File: config.mk
export PLATFORM = sky130hd
export DESIGN_NAME = fpu_exc_unit
export DESIGN_NICKNAME = d
export VERILOG_FILES = /design/src/verilog/fpu_exc_pkg.sv /design/src/verilog/fpu_tag_file.sv /design/src/verilog/fpu_invalid_detect.sv /design/src/verilog/fpu_exc_unit.sv
export SDC_FILE = /design/constraint.sdc
export NUM_CORES = 1
export LEC_CHECK = 0
export ABC_AREA = 0
export ABC_CLOCK_PERIOD_IN_PS = 5250
export BUFFER_PORTS_ARGS = -buffer_cell sky130_fd_sc_hd__buf_2
export CORE_MARGIN = 5
export CORE_UTILIZATION = 45
export CTS_BUF_LIST = sky130_fd_sc_hd__clkbuf_8
export DETAILED_ROUTE_END_ITERATION = 16
export PLACE_DENSITY_LB_ADDON = 0.2
export SLEW_MARGIN = 20
export SYNTH_ARGS = -nofsm -noshare
export SYNTH_HDL_FRONTEND = slang
export SYNTH_SLANG_ARGS = --single-unit
File: constraint.sdc
create_clock -name CLK_SYS -period 5.25 [get_ports CLK_SYS]
set_input_delay 0.525 -clock CLK_SYS [delete_from_list [all_inputs] [get_ports CLK_SYS]]
set_output_delay 0.525 -clock CLK_SYS [all_outputs]
set_load 0.01 [all_outputs]
File: src/verilog/fpu_exc_pkg.sv
// shared constants, types and decode helpers of the floating-point exception unit
package fpu_exc_pkg;

	// ==========================================================
	// register map (byte addresses) and reset values
	localparam logic [7:0]  REG_CTRL    = 8'h00;
	localparam logic [7:0]  REG_STATUS  = 8'h04;
	localparam logic [7:0]  REG_TAGS    = 8'h08;
	localparam logic [7:0]  REG_OPER    = 8'h0C;
	localparam logic [7:0]  REG_RESULT  = 8'h10;
	localparam logic [7:0]  REG_PFLAGS  = 8'h14;
	localparam logic [15:0] CTRL_RST    = 16'h0003;
	localparam logic [15:0] CTRL_WMASK  = 16'h0003;
	localparam logic [15:0] STATUS_RST  = 16'h0000;
	localparam logic [15:0] STATUS_WMASK = 16'h7F43;
	localparam logic [15:0] TAGS_RST    = 16'hFFFF;

	// ==========================================================
	// field positions
	localparam int CW_IM_BIT   = 0;
	localparam int CW_DM_BIT   = 1;
	localparam int ST_IE_BIT   = 0;
	localparam int ST_DE_BIT   = 1;
	localparam int ST_SF_BIT   = 6;
	localparam int ST_CC0_BIT  = 8;
	localparam int ST_CC1_BIT  = 9;
	localparam int ST_CC2_BIT  = 10;
	localparam int ST_TOP_LSB  = 11;
	localparam int ST_CC3_BIT  = 14;
	localparam int RES_TRAP_BIT = 3;
	localparam int RES_BUSY_BIT = 4;
	localparam int PF_CARRY_BIT  = 0;
	localparam int PF_PARITY_BIT = 1;
	localparam int PF_ZERO_BIT   = 2;

	// ==========================================================
	// types
	typedef enum logic [1:0] {
		TAG_VALID   = 2'h0,
		TAG_ZERO    = 2'h1,
		TAG_SPECIAL = 2'h2,
		TAG_EMPTY   = 2'h3
	} tag_t;

	typedef enum logic [2:0] {
		CLS_ZERO = 3'h0, CLS_NORMAL = 3'h1, CLS_DENORM = 3'h2, CLS_INF = 3'h3,
		CLS_QNAN = 3'h4, CLS_SNAN = 3'h5, CLS_UNSUP = 3'h6
	} cls_t;

	typedef enum logic [4:0] {
		OP_LOAD_SD = 5'h00, OP_LOAD_EXT, OP_STORE_FP, OP_STORE_INT, OP_STORE_BCD,
		OP_ADD, OP_SUB, OP_MUL, OP_DIV, OP_COMPARE, OP_COMPARE_FLAGS, OP_UCOMPARE,
		OP_REMAINDER, OP_TRIG, OP_SQRT, OP_LOG, OP_LOG_P1, OP_EXCHANGE
	} op_t;

	typedef enum logic [2:0] {
		RES_PROCEED = 3'h0, RES_FP_INDEF = 3'h1, RES_INT_INDEF = 3'h2,
		RES_BCD_INDEF = 3'h3, RES_QNAN_SRC = 3'h4, RES_NONE = 3'h5
	} res_t;

	// command word, bit 0 is the lsb of op
	typedef struct packed {
		logic       below_m1;
		logic       out_of_range;
		logic       sgn_b;
		cls_t       cls_b;
		logic       sgn_a;
		cls_t       cls_a;
		logic [2:0] reg_b;
		op_t        op;
	} cmd_t;

	localparam int CMD_W = $bits(cmd_t);

	typedef struct packed {
		logic ia;
		logic unordered;
		logic cc2_clr;
		res_t kind;
	} verdict_t;

	// ==========================================================
	// decode helpers
	function automatic logic [1:0] src_count(input op_t op);
		case (op)
			OP_LOAD_SD, OP_LOAD_EXT:                        src_count = 2'd0;
			OP_STORE_FP, OP_STORE_INT, OP_STORE_BCD,
			OP_TRIG, OP_SQRT, OP_LOG_P1:                    src_count = 2'd1;
			default:                                        src_count = 2'd2;
		endcase
	endfunction : src_count

	function automatic logic is_nan(input cls_t c);
		is_nan = (c == CLS_QNAN) || (c == CLS_SNAN);
	endfunction : is_nan

endpackage : fpu_exc_pkg

File: src/verilog/fpu_tag_file.sv
// eight two-bit register tags with registered read ports and two write ports
`timescale 1ns/1ns
module fpu_tag_file import fpu_exc_pkg::*; (
	input  logic        clk,      // core clock
	input  logic        rst_n,    // synchronous reset, active low
	input  logic        bulk_we,  // load all tags at once
	input  logic [15:0] bulk_d,   // tag word, entry i at bits 2i+1:2i
	input  logic        we_a,     // write port a
	input  logic [2:0]  wa_a,     // write address a
	input  tag_t        wd_a,     // write data a
	input  logic        we_b,     // write port b, wins over a on same entry
	input  logic [2:0]  wa_b,     // write address b
	input  tag_t        wd_b,     // write data b
	input  logic [2:0]  ra_a,     // read address a
	input  logic [2:0]  ra_b,     // read address b
	output tag_t        rd_a,     // registered read data a
	output tag_t        rd_b,     // registered read data b
	output logic [15:0] all_q     // whole tag word
);

	logic [15:0] tags_ff;

	assign all_q = tags_ff;

	always_ff @(posedge clk)
	begin
		if (!rst_n)
			tags_ff <= TAGS_RST;
		else if (bulk_we)
			tags_ff <= bulk_d;
		else
		begin
			if (we_a)
				tags_ff[wa_a*2 +: 2] <= wd_a;
			if (we_b)
				tags_ff[wa_b*2 +: 2] <= wd_b;
		end
	end

	always_ff @(posedge clk)
	begin
		if (!rst_n)
		begin
			rd_a <= TAG_EMPTY;
			rd_b <= TAG_EMPTY;
		end
		else
		begin
			rd_a <= tag_t'(tags_ff[ra_a*2 +: 2]);
			rd_b <= tag_t'(tags_ff[ra_b*2 +: 2]);
		end
	end

endmodule : fpu_tag_file

File: src/verilog/fpu_invalid_detect.sv
// operand checks that raise the invalid-arithmetic-operand condition
`timescale 1ns/1ns
module fpu_invalid_detect import fpu_exc_pkg::*; (
	input  cmd_t     cmd,     // operation and operand classes
	output verdict_t verdict  // condition and masked response
);

	logic two;
	logic a_nan;
	logic b_nan;
	logic any_snan;
	logic any_unsup;
	logic both_inf;
	logic bad;

	always_comb
	begin
		two       = (src_count(cmd.op) == 2'd2);
		a_nan     = is_nan(cmd.cls_a);
		b_nan     = two && is_nan(cmd.cls_b);
		any_snan  = (cmd.cls_a == CLS_SNAN) || (two && cmd.cls_b == CLS_SNAN);
		any_unsup = (cmd.cls_a == CLS_UNSUP) || (two && cmd.cls_b == CLS_UNSUP);
		both_inf  = (cmd.cls_a == CLS_INF) && (cmd.cls_b == CLS_INF);
		bad       = 1'b0;
		verdict   = '0;
		verdict.kind = RES_PROCEED;
		case (cmd.op)
			OP_LOAD_EXT, OP_EXCHANGE: ;
			OP_STORE_INT, OP_STORE_BCD:
				if (a_nan || cmd.cls_a == CLS_INF || cmd.cls_a == CLS_UNSUP
					|| cmd.out_of_range)
				begin
					verdict.ia   = 1'b1;
					verdict.kind = (cmd.op == OP_STORE_INT) ? RES_INT_INDEF : RES_BCD_INDEF;
				end
			OP_COMPARE, OP_COMPARE_FLAGS:
				if (a_nan || b_nan || any_unsup)
				begin
					verdict.ia        = 1'b1;
					verdict.unordered = 1'b1;
					verdict.kind      = RES_NONE;
				end
			OP_UCOMPARE:
			begin
				// quiet nans only make the result unordered, they do not fault
				verdict.ia        = any_snan || any_unsup;
				verdict.unordered = a_nan || b_nan || any_unsup;
				verdict.kind      = RES_NONE;
			end
			default:
			begin
				if (any_unsup)
				begin
					verdict.ia   = 1'b1;
					verdict.kind = RES_FP_INDEF;
				end
				else if (any_snan)
				begin
					verdict.ia   = 1'b1;
					verdict.kind = RES_QNAN_SRC;
				end
				else if (!(a_nan || b_nan))
				begin
					case (cmd.op)
						OP_ADD:  bad = both_inf && (cmd.sgn_a != cmd.sgn_b);
						OP_SUB:  bad = both_inf && (cmd.sgn_a == cmd.sgn_b);
						OP_MUL:  bad = (cmd.cls_a == CLS_INF && cmd.cls_b == CLS_ZERO)
							|| (cmd.cls_a == CLS_ZERO && cmd.cls_b == CLS_INF);
						OP_DIV:  bad = both_inf
							|| (cmd.cls_a == CLS_ZERO && cmd.cls_b == CLS_ZERO);
						OP_REMAINDER: bad = (cmd.cls_b == CLS_ZERO) || (cmd.cls_a == CLS_INF);
						OP_TRIG: bad = (cmd.cls_a == CLS_INF);
						OP_SQRT, OP_LOG: bad = cmd.sgn_a && (cmd.cls_a != CLS_ZERO);
						OP_LOG_P1: bad = cmd.below_m1;
						default: bad = 1'b0;
					endcase
					verdict.ia      = bad;
					verdict.cc2_clr = bad && (cmd.op == OP_REMAINDER || cmd.op == OP_TRIG);
					verdict.kind    = bad ? RES_FP_INDEF : RES_PROCEED;
				end
			end
		endcase
	end

endmodule : fpu_invalid_detect

File: src/verilog/fpu_exc_unit.sv
// invalid-operation and denormal-operand exception unit with apb registers
// ==========================================================
// Functional notes
// - invalid flag is status bit 0, its mask is control bit 0.
// - stack fault flag 1 means stack fault, 0 means invalid operand.
// - stack fault flag is set on stack faults, never cleared by operand faults.
// - overflow when a memory load targets a register not tagged empty.
// - underflow when a source register, including a stored one, is tagged empty.
// - stack fault sets invalid flag and stack fault flag (bit 6).
// - stack fault sets condition code one: 1 overflow, 0 underflow.
// - masked stack fault writes fp, integer or decimal indefinite to destination.
// - unmasked invalid calls the handler, top and sources stay unchanged.
// - invalid operand sets invalid flag; masked gives indefinite, nan or codes.
// - masked unsupported operand gives indefinite, signaling nan gives quiet nan.
// - masked ordered compare with nan sets codes or processor flags to 111.
// - masked infinity/zero misuse in add, sub, mul, div gives indefinite.
// - masked bad remainder or trig source gives indefinite and clears code two.
// - masked negative root, negative log, log-plus-one below -1 give indefinite.
// - masked decimal store of unrepresentable or special source writes decimal indefinite.
// - masked integer store out of range or special source writes integer indefinite.
// - masked exchange fills empty registers with indefinite, then exchanges.
// - quiet nan faults only in ordered compares and integer or decimal stores.
// - denormal raised by arithmetic on denormal or single/double denormal load.
// - denormal flag is status bit 1, its mask is control bit 1.
// - masked denormal sets flag and proceeds; unmasked sets flag and calls handler.
//
// Local design decisions: the address map and register access over APB.
`timescale 1ns/1ns
module fpu_exc_unit import fpu_exc_pkg::*; (
	input  logic        CLK_SYS,      // core clock, 100 MHz
	input  logic        RESETN,       // synchronous reset, active low
	input  logic        PSEL,         // apb select
	input  logic        PENABLE,      // apb access phase
	input  logic        PWRITE,       // apb direction, high for write
	input  logic [7:0]  PADDR,        // apb byte address
	input  logic [31:0] PWDATA,       // apb write data
	output logic [31:0] PRDATA,       // apb read data
	output logic        PREADY,       // apb ready
	output logic        PSLVERR,      // apb error
	output logic        HANDLER_REQ   // one-cycle request for the software handler
);

	// ==========================================================
	// declarations
	typedef enum logic [2:0] {
		ST_IDLE   = 3'b001,
		ST_READ   = 3'b010,
		ST_COMMIT = 3'b100
	} state_t;

	state_t      state_ff;
	state_t      nxt_state;
	logic [15:0] ctrl_ff;
	logic [15:0] status_ff;
	logic [15:0] nxt_status;
	logic [2:0]  pflags_ff;
	logic [2:0]  nxt_pflags;
	cmd_t        cmd_ff;
	res_t        res_ff;
	res_t        nxt_res;
	logic        trap_ff;
	logic        handler_ff;
	logic [31:0] prdata_ff;

	logic        access;
	logic        addr_ok;
	logic        busy;
	logic        err;
	logic        wr;
	logic [2:0]  top;
	logic [2:0]  ra_a;
	logic [2:0]  ra_b;
	tag_t        td_a;
	tag_t        td_b;
	logic [15:0] tag_word;
	verdict_t    verdict;

	logic        is_load;
	logic [1:0]  nsrc;
	logic        ovf;
	logic        unf;
	logic        sf_evt;
	logic        inv_evt;
	logic        den_evt;
	logic        trap;
	logic        unordered;
	logic        we_a;
	logic        we_b;
	tag_t        wd_a;
	tag_t        wd_b;

	// ==========================================================
	// apb slave: zero wait states, read data registered in the setup cycle
	always_comb
	begin
		case (PADDR)
			REG_CTRL, REG_STATUS, REG_TAGS, REG_OPER, REG_RESULT, REG_PFLAGS:
				addr_ok = 1'b1;
			default:
				addr_ok = 1'b0;
		endcase
	end

	assign access  = PSEL && PENABLE;
	assign busy    = (state_ff != ST_IDLE);
	// writes are refused while an operation is in flight, so that a software
	// clear can never collide with a flag being raised by the same operation
	assign err     = access && (!addr_ok
		|| (PWRITE && (busy || PADDR == REG_RESULT)));
	assign wr      = access && PWRITE && !err;
	assign PREADY  = 1'b1;
	assign PSLVERR = err;
	assign PRDATA  = prdata_ff;
	assign HANDLER_REQ = handler_ff;

	always_ff @(posedge CLK_SYS)
	begin
		if (!RESETN)
			prdata_ff <= 32'h0000_0000;
		else if (PSEL && !PENABLE && !PWRITE)
		begin
			case (PADDR)
				REG_CTRL:   prdata_ff <= {16'h0000, ctrl_ff};
				REG_STATUS: prdata_ff <= {16'h0000, status_ff};
				REG_TAGS:   prdata_ff <= {16'h0000, tag_word};
				REG_OPER:   prdata_ff <= 32'(cmd_ff);
				REG_RESULT: prdata_ff <= 32'({busy, trap_ff, res_ff});
				REG_PFLAGS: prdata_ff <= {29'h0000_0000, pflags_ff};
				default:    prdata_ff <= 32'h0000_0000;
			endcase
		end
	end

	always_ff @(posedge CLK_SYS)
	begin
		if (!RESETN)
			ctrl_ff <= CTRL_RST;
		else if (wr && PADDR == REG_CTRL)
			ctrl_ff <= PWDATA[15:0] & CTRL_WMASK;
	end

	always_ff @(posedge CLK_SYS)
	begin
		if (!RESETN)
			cmd_ff <= '0;
		else if (wr && PADDR == REG_OPER)
			cmd_ff <= cmd_t'(PWDATA[CMD_W-1:0]);
	end

	// ==========================================================
	// sequencing: latch command, read tags, commit
	always_comb
	begin
		case (state_ff)
			ST_IDLE:   nxt_state = (wr && PADDR == REG_OPER) ? ST_READ : ST_IDLE;
			ST_READ:   nxt_state = ST_COMMIT;
			ST_COMMIT: nxt_state = ST_IDLE;
			default:   nxt_state = ST_IDLE;
		endcase
	end

	always_ff @(posedge CLK_SYS)
	begin
		if (!RESETN)
			state_ff <= ST_IDLE;
		else
			state_ff <= nxt_state;
	end

	// ==========================================================
	// tag storage
	assign top     = status_ff[ST_TOP_LSB +: 3];
	assign is_load = (cmd_ff.op == OP_LOAD_SD) || (cmd_ff.op == OP_LOAD_EXT);
	assign nsrc    = src_count(cmd_ff.op);
	// a load pushes, so its target is the register just below the top
	assign ra_a    = is_load ? 3'(top - 3'd1) : top;
	assign ra_b    = 3'(top + cmd_ff.reg_b);

	fpu_tag_file u_tags (
		.clk     (CLK_SYS),
		.rst_n   (RESETN),
		.bulk_we (wr && PADDR == REG_TAGS),
		.bulk_d  (PWDATA[15:0]),
		.we_a    (we_a),
		.wa_a    (ra_a),
		.wd_a    (wd_a),
		.we_b    (we_b),
		.wa_b    (ra_b),
		.wd_b    (wd_b),
		.ra_a    (ra_a),
		.ra_b    (ra_b),
		.rd_a    (td_a),
		.rd_b    (td_b),
		.all_q   (tag_word)
	);

	fpu_invalid_detect u_inv (
		.cmd     (cmd_ff),
		.verdict (verdict)
	);

	// ==========================================================
	// exception evaluation, acts only in the commit cycle
	always_comb
	begin
		ovf = is_load && (td_a != TAG_EMPTY);
		unf = !is_load && (((nsrc != 2'd0) && td_a == TAG_EMPTY)
			|| ((nsrc == 2'd2) && td_b == TAG_EMPTY));
		sf_evt  = ovf || unf;
		// a stack fault hides any operand condition of the same operation
		inv_evt = sf_evt || verdict.ia;
		den_evt = !inv_evt && (
			(cmd_ff.op == OP_LOAD_SD && cmd_ff.cls_a == CLS_DENORM)
			|| (!is_load && cmd_ff.op != OP_EXCHANGE && (cmd_ff.cls_a == CLS_DENORM
			|| (nsrc == 2'd2 && cmd_ff.cls_b == CLS_DENORM))));
		trap = (inv_evt && !ctrl_ff[CW_IM_BIT])
			|| (den_evt && !ctrl_ff[CW_DM_BIT]);
		unordered = verdict.unordered
			|| (sf_evt && (cmd_ff.op == OP_COMPARE || cmd_ff.op == OP_UCOMPARE
			|| cmd_ff.op == OP_COMPARE_FLAGS));

		nxt_status = status_ff;
		nxt_pflags = pflags_ff;
		nxt_res    = RES_PROCEED;
		we_a       = 1'b0;
		we_b       = 1'b0;
		wd_a       = TAG_SPECIAL;
		wd_b       = TAG_SPECIAL;

		// flags only ever get set here, software clears them
		if (inv_evt)
			nxt_status[ST_IE_BIT] = 1'b1;
		if (den_evt)
			nxt_status[ST_DE_BIT] = 1'b1;
		if (sf_evt)
		begin
			nxt_status[ST_SF_BIT]  = 1'b1;
			nxt_status[ST_CC1_BIT] = ovf;
		end

		if (trap)
			nxt_res = RES_NONE;
		else
		begin
			if (sf_evt)
			begin
				case (cmd_ff.op)
					OP_STORE_INT: nxt_res = RES_INT_INDEF;
					OP_STORE_BCD: nxt_res = RES_BCD_INDEF;
					OP_COMPARE, OP_UCOMPARE, OP_COMPARE_FLAGS: nxt_res = RES_NONE;
					OP_EXCHANGE: nxt_res = RES_PROCEED;
					default:      nxt_res = RES_FP_INDEF;
				endcase
			end
			else if (verdict.ia || unordered)
				nxt_res = verdict.kind;
			if (unordered)
			begin
				if (cmd_ff.op == OP_COMPARE_FLAGS)
					nxt_pflags = 3'h7;
				else
				begin
					nxt_status[ST_CC0_BIT] = 1'b1;
					nxt_status[ST_CC2_BIT] = 1'b1;
					nxt_status[ST_CC3_BIT] = 1'b1;
				end
			end
			if (verdict.cc2_clr && !sf_evt)
				nxt_status[ST_CC2_BIT] = 1'b0;

			// stack effects happen only when no handler is called
			if (is_load)
			begin
				nxt_status[ST_TOP_LSB +: 3] = 3'(top - 3'd1);
				we_a = 1'b1;
				if (ovf)
					wd_a = TAG_SPECIAL;
				else if (cmd_ff.cls_a == CLS_ZERO)
					wd_a = TAG_ZERO;
				else if (cmd_ff.cls_a == CLS_NORMAL
					|| (cmd_ff.op == OP_LOAD_SD && cmd_ff.cls_a == CLS_DENORM))
					wd_a = TAG_VALID;
				else
					wd_a = TAG_SPECIAL;
			end
			else if (cmd_ff.op == OP_EXCHANGE)
			begin
				// an empty side is first filled with indefinite, then tags swap
				we_a = 1'b1;
				we_b = 1'b1;
				wd_a = (td_b == TAG_EMPTY) ? TAG_SPECIAL : td_b;
				wd_b = (td_a == TAG_EMPTY) ? TAG_SPECIAL : td_a;
			end
			else if (nxt_res != RES_PROCEED && nxt_res != RES_NONE
				&& cmd_ff.op != OP_STORE_FP && cmd_ff.op != OP_STORE_INT
				&& cmd_ff.op != OP_STORE_BCD)
			begin
				we_a = 1'b1;
				wd_a = TAG_SPECIAL;
			end
		end

		if (state_ff != ST_COMMIT)
		begin
			we_a = 1'b0;
			we_b = 1'b0;
		end
	end

	// ==========================================================
	// architectural state
	always_ff @(posedge CLK_SYS)
	begin
		if (!RESETN)
			status_ff <= STATUS_RST;
		else if (wr && PADDR == REG_STATUS)
			// flag bits clear where a one is written, codes and top load directly
			status_ff <= (PWDATA[15:0] & STATUS_WMASK & 16'hFFBC)
				| (status_ff & 16'h0043 & ~PWDATA[15:0]);
		else if (state_ff == ST_COMMIT)
			status_ff <= nxt_status;
	end

	always_ff @(posedge CLK_SYS)
	begin
		if (!RESETN)
			pflags_ff <= 3'h0;
		else if (wr && PADDR == REG_PFLAGS)
			pflags_ff <= PWDATA[2:0];
		else if (state_ff == ST_COMMIT)
			pflags_ff <= nxt_pflags;
	end

	always_ff @(posedge CLK_SYS)
	begin
		if (!RESETN)
		begin
			res_ff     <= RES_PROCEED;
			trap_ff    <= 1'b0;
			handler_ff <= 1'b0;
		end
		else
		begin
			handler_ff <= (state_ff == ST_COMMIT) && trap;
			if (state_ff == ST_COMMIT)
			begin
				res_ff  <= nxt_res;
				trap_ff <= trap;
			end
		end
	end

endmodule : fpu_exc_unit

* Word level (Yosys, flattened, before mapping)
Memory sizes are Yosys's and may differ from the RTL's. A register that Yosys moved wholly into a read port is not among the register bits.
Index checks and enable logic that the tools add are counted.
Widths: inputs -> output; s select.
** Word-level totals
- Logic and storage cells :: 281
- Register bits :: 99
- Output and inout bits :: 35
- Memories kept :: 2
- Bits of input ports :: 45
- ROM bits :: 128
** Memories
- (name not given) :: words 32, bits a word 2, read ports 1, clocked after memory_dff 1, write ports 0, line fpu_exc_pkg.sv:85 : case (op)
- (name not given) :: words 32, bits a word 2, read ports 1, clocked after memory_dff 1, write ports 0, line fpu_exc_pkg.sv:85
** Operators by class
- Shift-type cells :: 6
- Equal/unequal tests :: 53
- $add $sub $neg :: 4
- Reductions and logical operators :: 108
- Muxes and demuxes :: 80
- Bitwise gates (word level) :: 3
** Operators by type and width (number)
- $pmux 18 s6 :: 1
- $mux 16 :: 6
- $neg 4->34 :: 2
- $shift 2x34->16 const A :: 2
- $shiftx 2x34->16 :: 2
- $mux 3 :: 14
- $logic_and 1x1->1 :: 41
- $eq 5x4->1 const B :: 8
- $bwmux 16 :: 2
- $shiftx 16x5->2 :: 2
- $mux 1 :: 31
- $logic_or 1x1->1 :: 28
- $mux 2 :: 13
- $mux 5 :: 5
- $pmux 3 s4 :: 2
- $eq 3x3->1 const B :: 7
- $eq 5x3->1 const B :: 4
- $reduce_bool 2->1 :: 9
- $and 7x16->16 :: 1
- $eq 8x4->1 const B :: 2
- $eq 8x5->1 const B :: 2
- $not 16->16 :: 1
- $or 15x16->16 :: 1
- $eq 3x2->1 const B :: 5
- other kinds (34) :: 63

* Depth between registers and ports, before layout
- Depth after elaboration :: 34
- Depth in mapped cells :: 13
- Mapped depth without buffers :: 13

* Hierarchy
A second synthesis with hierarchy kept.
** Second synthesis, totals
- Cell total of the unflattened synthesis :: 700
- Area total of the unflattened synthesis :: 5748.0 sq um
** By module, submodules not included
- fpu_exc_unit :: instances 1, cells an instance 452, seq. area each 1221.2 sq um, area each 3609.7 sq um
- fpu_tag_file :: instances 1, cells an instance 164, seq. area each 400.4 sq um, area each 1572.8 sq um
- fpu_invalid_detect :: instances 1, cells an instance 84, seq. area each 0.0 sq um, area each 565.5 sq um

* Least setup slack after synthesis
Ideal clock, no wire load.
- Path type :: input to register
- Start point :: in PADDR[1]
- End point :: reg nsrc[1] (netlist name)
- Setup time :: 0.115 ns
- Data required time :: 5.135 ns
- Slack :: 1.885 ns
- Cell stages on the path :: 11
- Path buffers :: 1
- Arrival time :: 3.250 ns
- Cells stage by stage :: or4_1 nor3_1 nand2_1 or3_1 clkbuf_1 mux2_2 nand2_1 ha_1 inv_1 maj3_1 o21ba_2
** Between the ends
- Word-level cells in the longest chain between the ends :: 11
- Elaborated cells between the ends (all ways) :: 18
- Those cells by class :: eq/ne (5); mux (3); reduce/logical (10)
** RTL lines
- start, declared :: line fpu_exc_unit.sv:35 : input logic [7:0] PADDR,
- $eq 8x5->1, or another cell as far along :: line fpu_exc_unit.sv:96, fpu_exc_unit.sv:109
- $reduce_or 6->1 :: line fpu_exc_unit.sv:96 : case (PADDR)
- $mux 1 :: line fpu_exc_unit.sv:96
- $logic_not 1->1 :: line fpu_exc_unit.sv:108 : assign err = access && (!addr_ok
- $logic_or 1x1->1 :: line fpu_exc_unit.sv:109 : || (PWRITE && (busy || PADDR == REG_RESULT)));
- $logic_and 1x1->1 :: line fpu_exc_unit.sv:108
- $logic_not 1->1 :: line fpu_exc_unit.sv:110 : assign wr = access && PWRITE && !err;
- $logic_and 1x1->1 :: line fpu_exc_unit.sv:110
- $logic_and 1x1->1 (*) :: line fpu_exc_unit.sv:146 : else if (wr && PADDR == REG_OPER)
- $mux 5 (no source line) (*) (2 in series)
Every way passes the cells marked *; elsewhere a longest branch is shown, timed or not.
A chain may end at the register's enable or synchronous reset.

* Worst setup path after layout
- Start point :: reg cmd_ff[2] (netlist bit)
- End point :: reg u_tags.tags_ff[2] (netlist: u_tags.all_q[2])
** Between the ends
- Word-level cells in the longest chain between the ends :: 31
- Elaborated cells between the ends (all ways) :: 104
- Those cells by class :: add/sub (1); eq/ne (21); shift (3); mux (47); reduce/logical (32)
** RTL lines
- start, declared :: line fpu_exc_unit.sv:58 : cmd_t cmd_ff;
- start signal, assigned :: line fpu_exc_unit.sv:147 : cmd_ff <= cmd_t'(PWDATA[CMD_W-1:0]);
- $eq 5x4->1 :: line fpu_invalid_detect.sv:64 : case (cmd.op)
- $reduce_or 2->1 :: line fpu_invalid_detect.sv:64
- $pmux 1 s8 :: line fpu_invalid_detect.sv:64
- $mux 1 :: line fpu_invalid_detect.sv:62 : else if (!(a_nan || b_nan))
- $mux 1 :: line fpu_invalid_detect.sv:57 : else if (any_snan)
- $mux 1 :: line fpu_invalid_detect.sv:52 : if (any_unsup)
- $mux 1 :: line fpu_invalid_detect.sv:27 : case (cmd.op)
- $mux 1 (on tied branches) :: line fpu_invalid_detect.sv:79, fpu_invalid_detect.sv:62
- (+15 left out)
- $mux 1 :: line fpu_exc_unit.sv:241 : if (trap)
- $mux 1 :: line fpu_exc_unit.sv:303 : if (state_ff != ST_COMMIT)
- $mux 16 :: line fpu_tag_file.sv:33 : if (we_a)
- $mux 16 :: line fpu_tag_file.sv:29 : else if (bulk_we)
- $mux 16 :: line fpu_tag_file.sv:27 : if (!rst_n)
- $bwmux 16 :: line fpu_tag_file.sv:36 : tags_ff[wa_b*2 +: 2] <= wd_b;
- $mux 16 (*) :: line fpu_tag_file.sv:35 : if (we_b)
- $mux 16 (*) :: line fpu_tag_file.sv:29
- end signal, assigned :: line fpu_tag_file.sv:30 : tags_ff <= bulk_d;
- end signal, assigned by index :: line fpu_tag_file.sv:34 : tags_ff[wa_a*2 +: 2] <= wd_a;
- end signal, assigned by index :: line fpu_tag_file.sv:36
- end, declared :: line fpu_tag_file.sv:21 : logic [15:0] tags_ff;
Every way passes the cells marked *; elsewhere a longest branch is shown, timed or not. The select of a mux whose other input is x is not followed.

==> results.tsv <==
stage	metric	value	unit
route	ant_nets	0	
finish	area_growth	7.61	%
sta	worst_slack	1.07	ns
cts	clkTransAtPathRegs	0.09	ns
worst_setup_path	setup.worst_path.start	cmd_ff[2]	
cts	cts_tree	done	
yosys	synth_edf_count	0	
cts	clockRootBuffer	clkbuf_8	
worst_hold_path	worst_hold_path_type	input port to flip-flop	
global_routing	grt_max_degree	48	
finish	fin_nets	752	
placed_design	dp_hpwl	13700	um
placed_design	routabilityCongestion	0.954	
worst_setup_path	startpoint_type	flip-flop	
route	drc	0	
sta	rsz0062_at_grt	false	
status	outcome	finished, final reports clean	
yosys	synth_top_area_cell	dfxtp_1	
yosys	synth.most_common_cell	nor2_1	
sta	worst_hold_slack	0.376	ns
route	drt-vias-per-instance	6.54	
worst_setup_path	critPathMaxStageDelay	0.78	ns
sta	clock_skew	0.0124	ns
sta	setup_tns	0	ns
sta	finalSetupViolations	0	
cts	post_cts_resized	0	
worst_setup_path	endpoint	u_tags.all_q[2]	
global_routing	grt_pass1_wl	29300	um
worst_setup_path	cp.required	5.52	ns
yosys	syn_avg_cell_area	8.03	um2
cts	clock_path_buffers	2	
sta	post-route-period-util	79.7	%
finish	fillers	1193	
cts	post_cts.repair.setup_buffers	0	
floorplan	num_rows	40	
worst_setup_path	cp_max_fo	25	
yosys	async_flop_share	0	%
placed_design	place_ws	1.24	ns
cts	numCtsBuffers	9	
sta	slew_headroom	35.2	%
finish	drive_gt1_share	14.8	%
yosys	synth_common_cells	86 x nor2_1, 81 x dfxtp_1, 51 x nand2_1	
floorplan	die_x	120	um
route	routed-via-count	5563	
yosys	synth.area.top_cells	dfxtp_1 30%, mux2i_1 7.9%, nor2_1 5.9%	
sta	tightest_slew	0.965	ns
worst_setup_path	path_class	flip-flop to flip-flop	
sta	final.min_clock_period	4.18	ns
pwr	power.density	191	mW/mm2
yosys	syn_inst	681	
floorplan	fp.coreArea	0.0120	mm2
cts	h-tree-depth	3	
pwr	peakVddDrop	0.0000986	V
route	dr.pass1.iters	6	
worst_setup_path	rrSetupSlack	1.07	ns
floorplan	initial_core_util	45.7	%
cts	cts_hold_buf	0	
global_routing	grt.total_usage	25.8	%
route	routedWlPerCell	21.9	um
sta	report.final.slew_viol_count	0	
sta	hold_viol_final	0	
worst_setup_path	rr_startpoint	cmd_ff[2]	
yosys	ys_ff_latch	81	
yosys	ys_seq_area_share	29.6	%
route	wl	18600	um
global_routing	antenna_found_initial	0	
yosys	ys.flop_type	dfxtp_1	
placed_design	numPortBuffers	50	
finish	seqCellArea	0.00162	mm2
finish	multiInputGateArea	0.00356	mm2
worst_setup_path	rr_worst_depth	10	
global_routing	grt_pass1_vias	5166	
flow_run	maxCapViolCount	0	
yosys	yosysWarnings	0	
worst_setup_path	critPathCaptureType	flip-flop	
cts	cts_sinks	81	
yosys	synth_cell_types	77	
global_routing	grt_overflow	0	
worst_setup_path	timing.rr.end	u_tags.all_q[2]	
floorplan	io_pins	80	
yosys	synth.top_cell.area_share	29.6	%
yosys	netlist_area	0.00547	mm2
pwr	p_total	1.13	mW
sta	fmax	0.239	GHz
worst_setup_path	critical-path-slowest-cell	dfxtp_1	
worst_setup_path	crit_chain	inv_1, or3_1, a211oi_1, o21ai_1, mux2i_1, a211oi_4, buf_4, or2_2, o21ai_0, a221o_1	
pwr	p_leak	2.38	nW
floorplan	die_h	120	um
route	drtIter0Drc	692	
floorplan	dieArea	0.0145	mm2
finish	num_antenna_cells	0	
cts	clk_latency	0.38	ns
worst_setup_path	critical_path_arrival	4.46	ns
[layer usage]
metal | vias to the layer above | GRT usage (%) | share of wire [%]
met1 | 2670 | 35.0 | 42
met4 | 0 | 9.99 | 3.3
met2 | 309 | 41.3 | 46
met3 | 52 | 4.02 | 8.3
met5 | - | 0 | 0
li1 | 2532 | - | -
[how the worst min path moves through the flow]
stage                            from           to  slack, ns  cells past startpoint
final                      PWDATA[16]   cmd_ff[16]       0.38                      3
after detailed placement  state_ff[0]  state_ff[2]       0.46                      1
after global routing       PWDATA[16]   cmd_ff[16]       0.40                      3
after CTS                  PWDATA[16]   cmd_ff[16]       0.37                      3
after global placement    state_ff[0]  state_ff[2]       0.45                      1
after floorplan           state_ff[0]  state_ff[2]       0.43                      1
[stage by stage]
step           utilization (%)  instance area [um2]  cells
6_report                  49.2                 5890    851
5_1_grt                   49.2                 5890    851
4_1_cts                   49.2                 5890    851
3_5_place_dp              47.7                 5710    835
3_3_place_gp              47.7                 5710    835
2_1_floorplan                -                 5520    694
[power breakdown]
part / switching (mW) / internal (mW) / total, mW
Sequential: 0.0000335 / 0.614 / 0.614
Clock: 0.258 / 0.186 / 0.444
Combinational: 0.0490 / 0.0210 / 0.0700
Total: 0.307 / 0.820 / 1.13
[critical path, delay by kind of cell, from the launching register on]
family | cells | cell delay (ns)
AOI/OAI and AO/OA | 5 | 1.70
DFF | 1 | 0.78
and+or+nand+nor | 2 | 0.70
buffers and inverters | 2 | 0.68
muxes | 1 | 0.20
[logic make-up (layout without fill, tap and decap cells)]
family	count (synthesis)	count (layout)	synth area share, %
AO/OA/AOI/OAI	155	155	19.8
buffers and inverters	76	86	6.61
XOR/XNOR	11	11	1.76
flip-flops	81	81	29.6
other	2	15	0.137
AND/OR/NAND/NOR	288	288	27.1
multiplexers	59	59	12.8
adder cells (fa/ha/maj)	9	9	2.15
[registers in the layout, indices dropped and copies added, names as in the netlist]
name          flops
pflags_ff         3
HANDLER_REQ       1
ctrl_ff           2
cmd_ff           18
status_ff        10
nsrc              2
u_tags.all_q     16
u_tags.rd_b       2
trap_ff           1
state_ff          3
u_tags.rd_a       2
res_ff            3
PRDATA           18
[layout by cell type, fill, tap and decap left out, types with 11 or more instances in the layout]
cell type and instances:
a21oi_1 35, a22oi_1 11, buf_2 50, conb_1 15, dfxtp_1 81, inv_1 15, mux2i_1 43, nand2_1 51
nand3_1 17, nor2_1 86, nor3_1 36, nor4_1 18, o21ai_0 31, or3_1 12
[cell type report]
class	count	share of cell area, %
Multi-Input combinational cell	537	60.4
Sequential cell	81	27.5
Timing Repair Buffer	56	5.01
Tap cell	147	3.12
Clock buffer	10	2.34
Inverter	14	0.892
Clock inverter	6	0.701
Note: power is estimated with default switching activity, not from simulation.
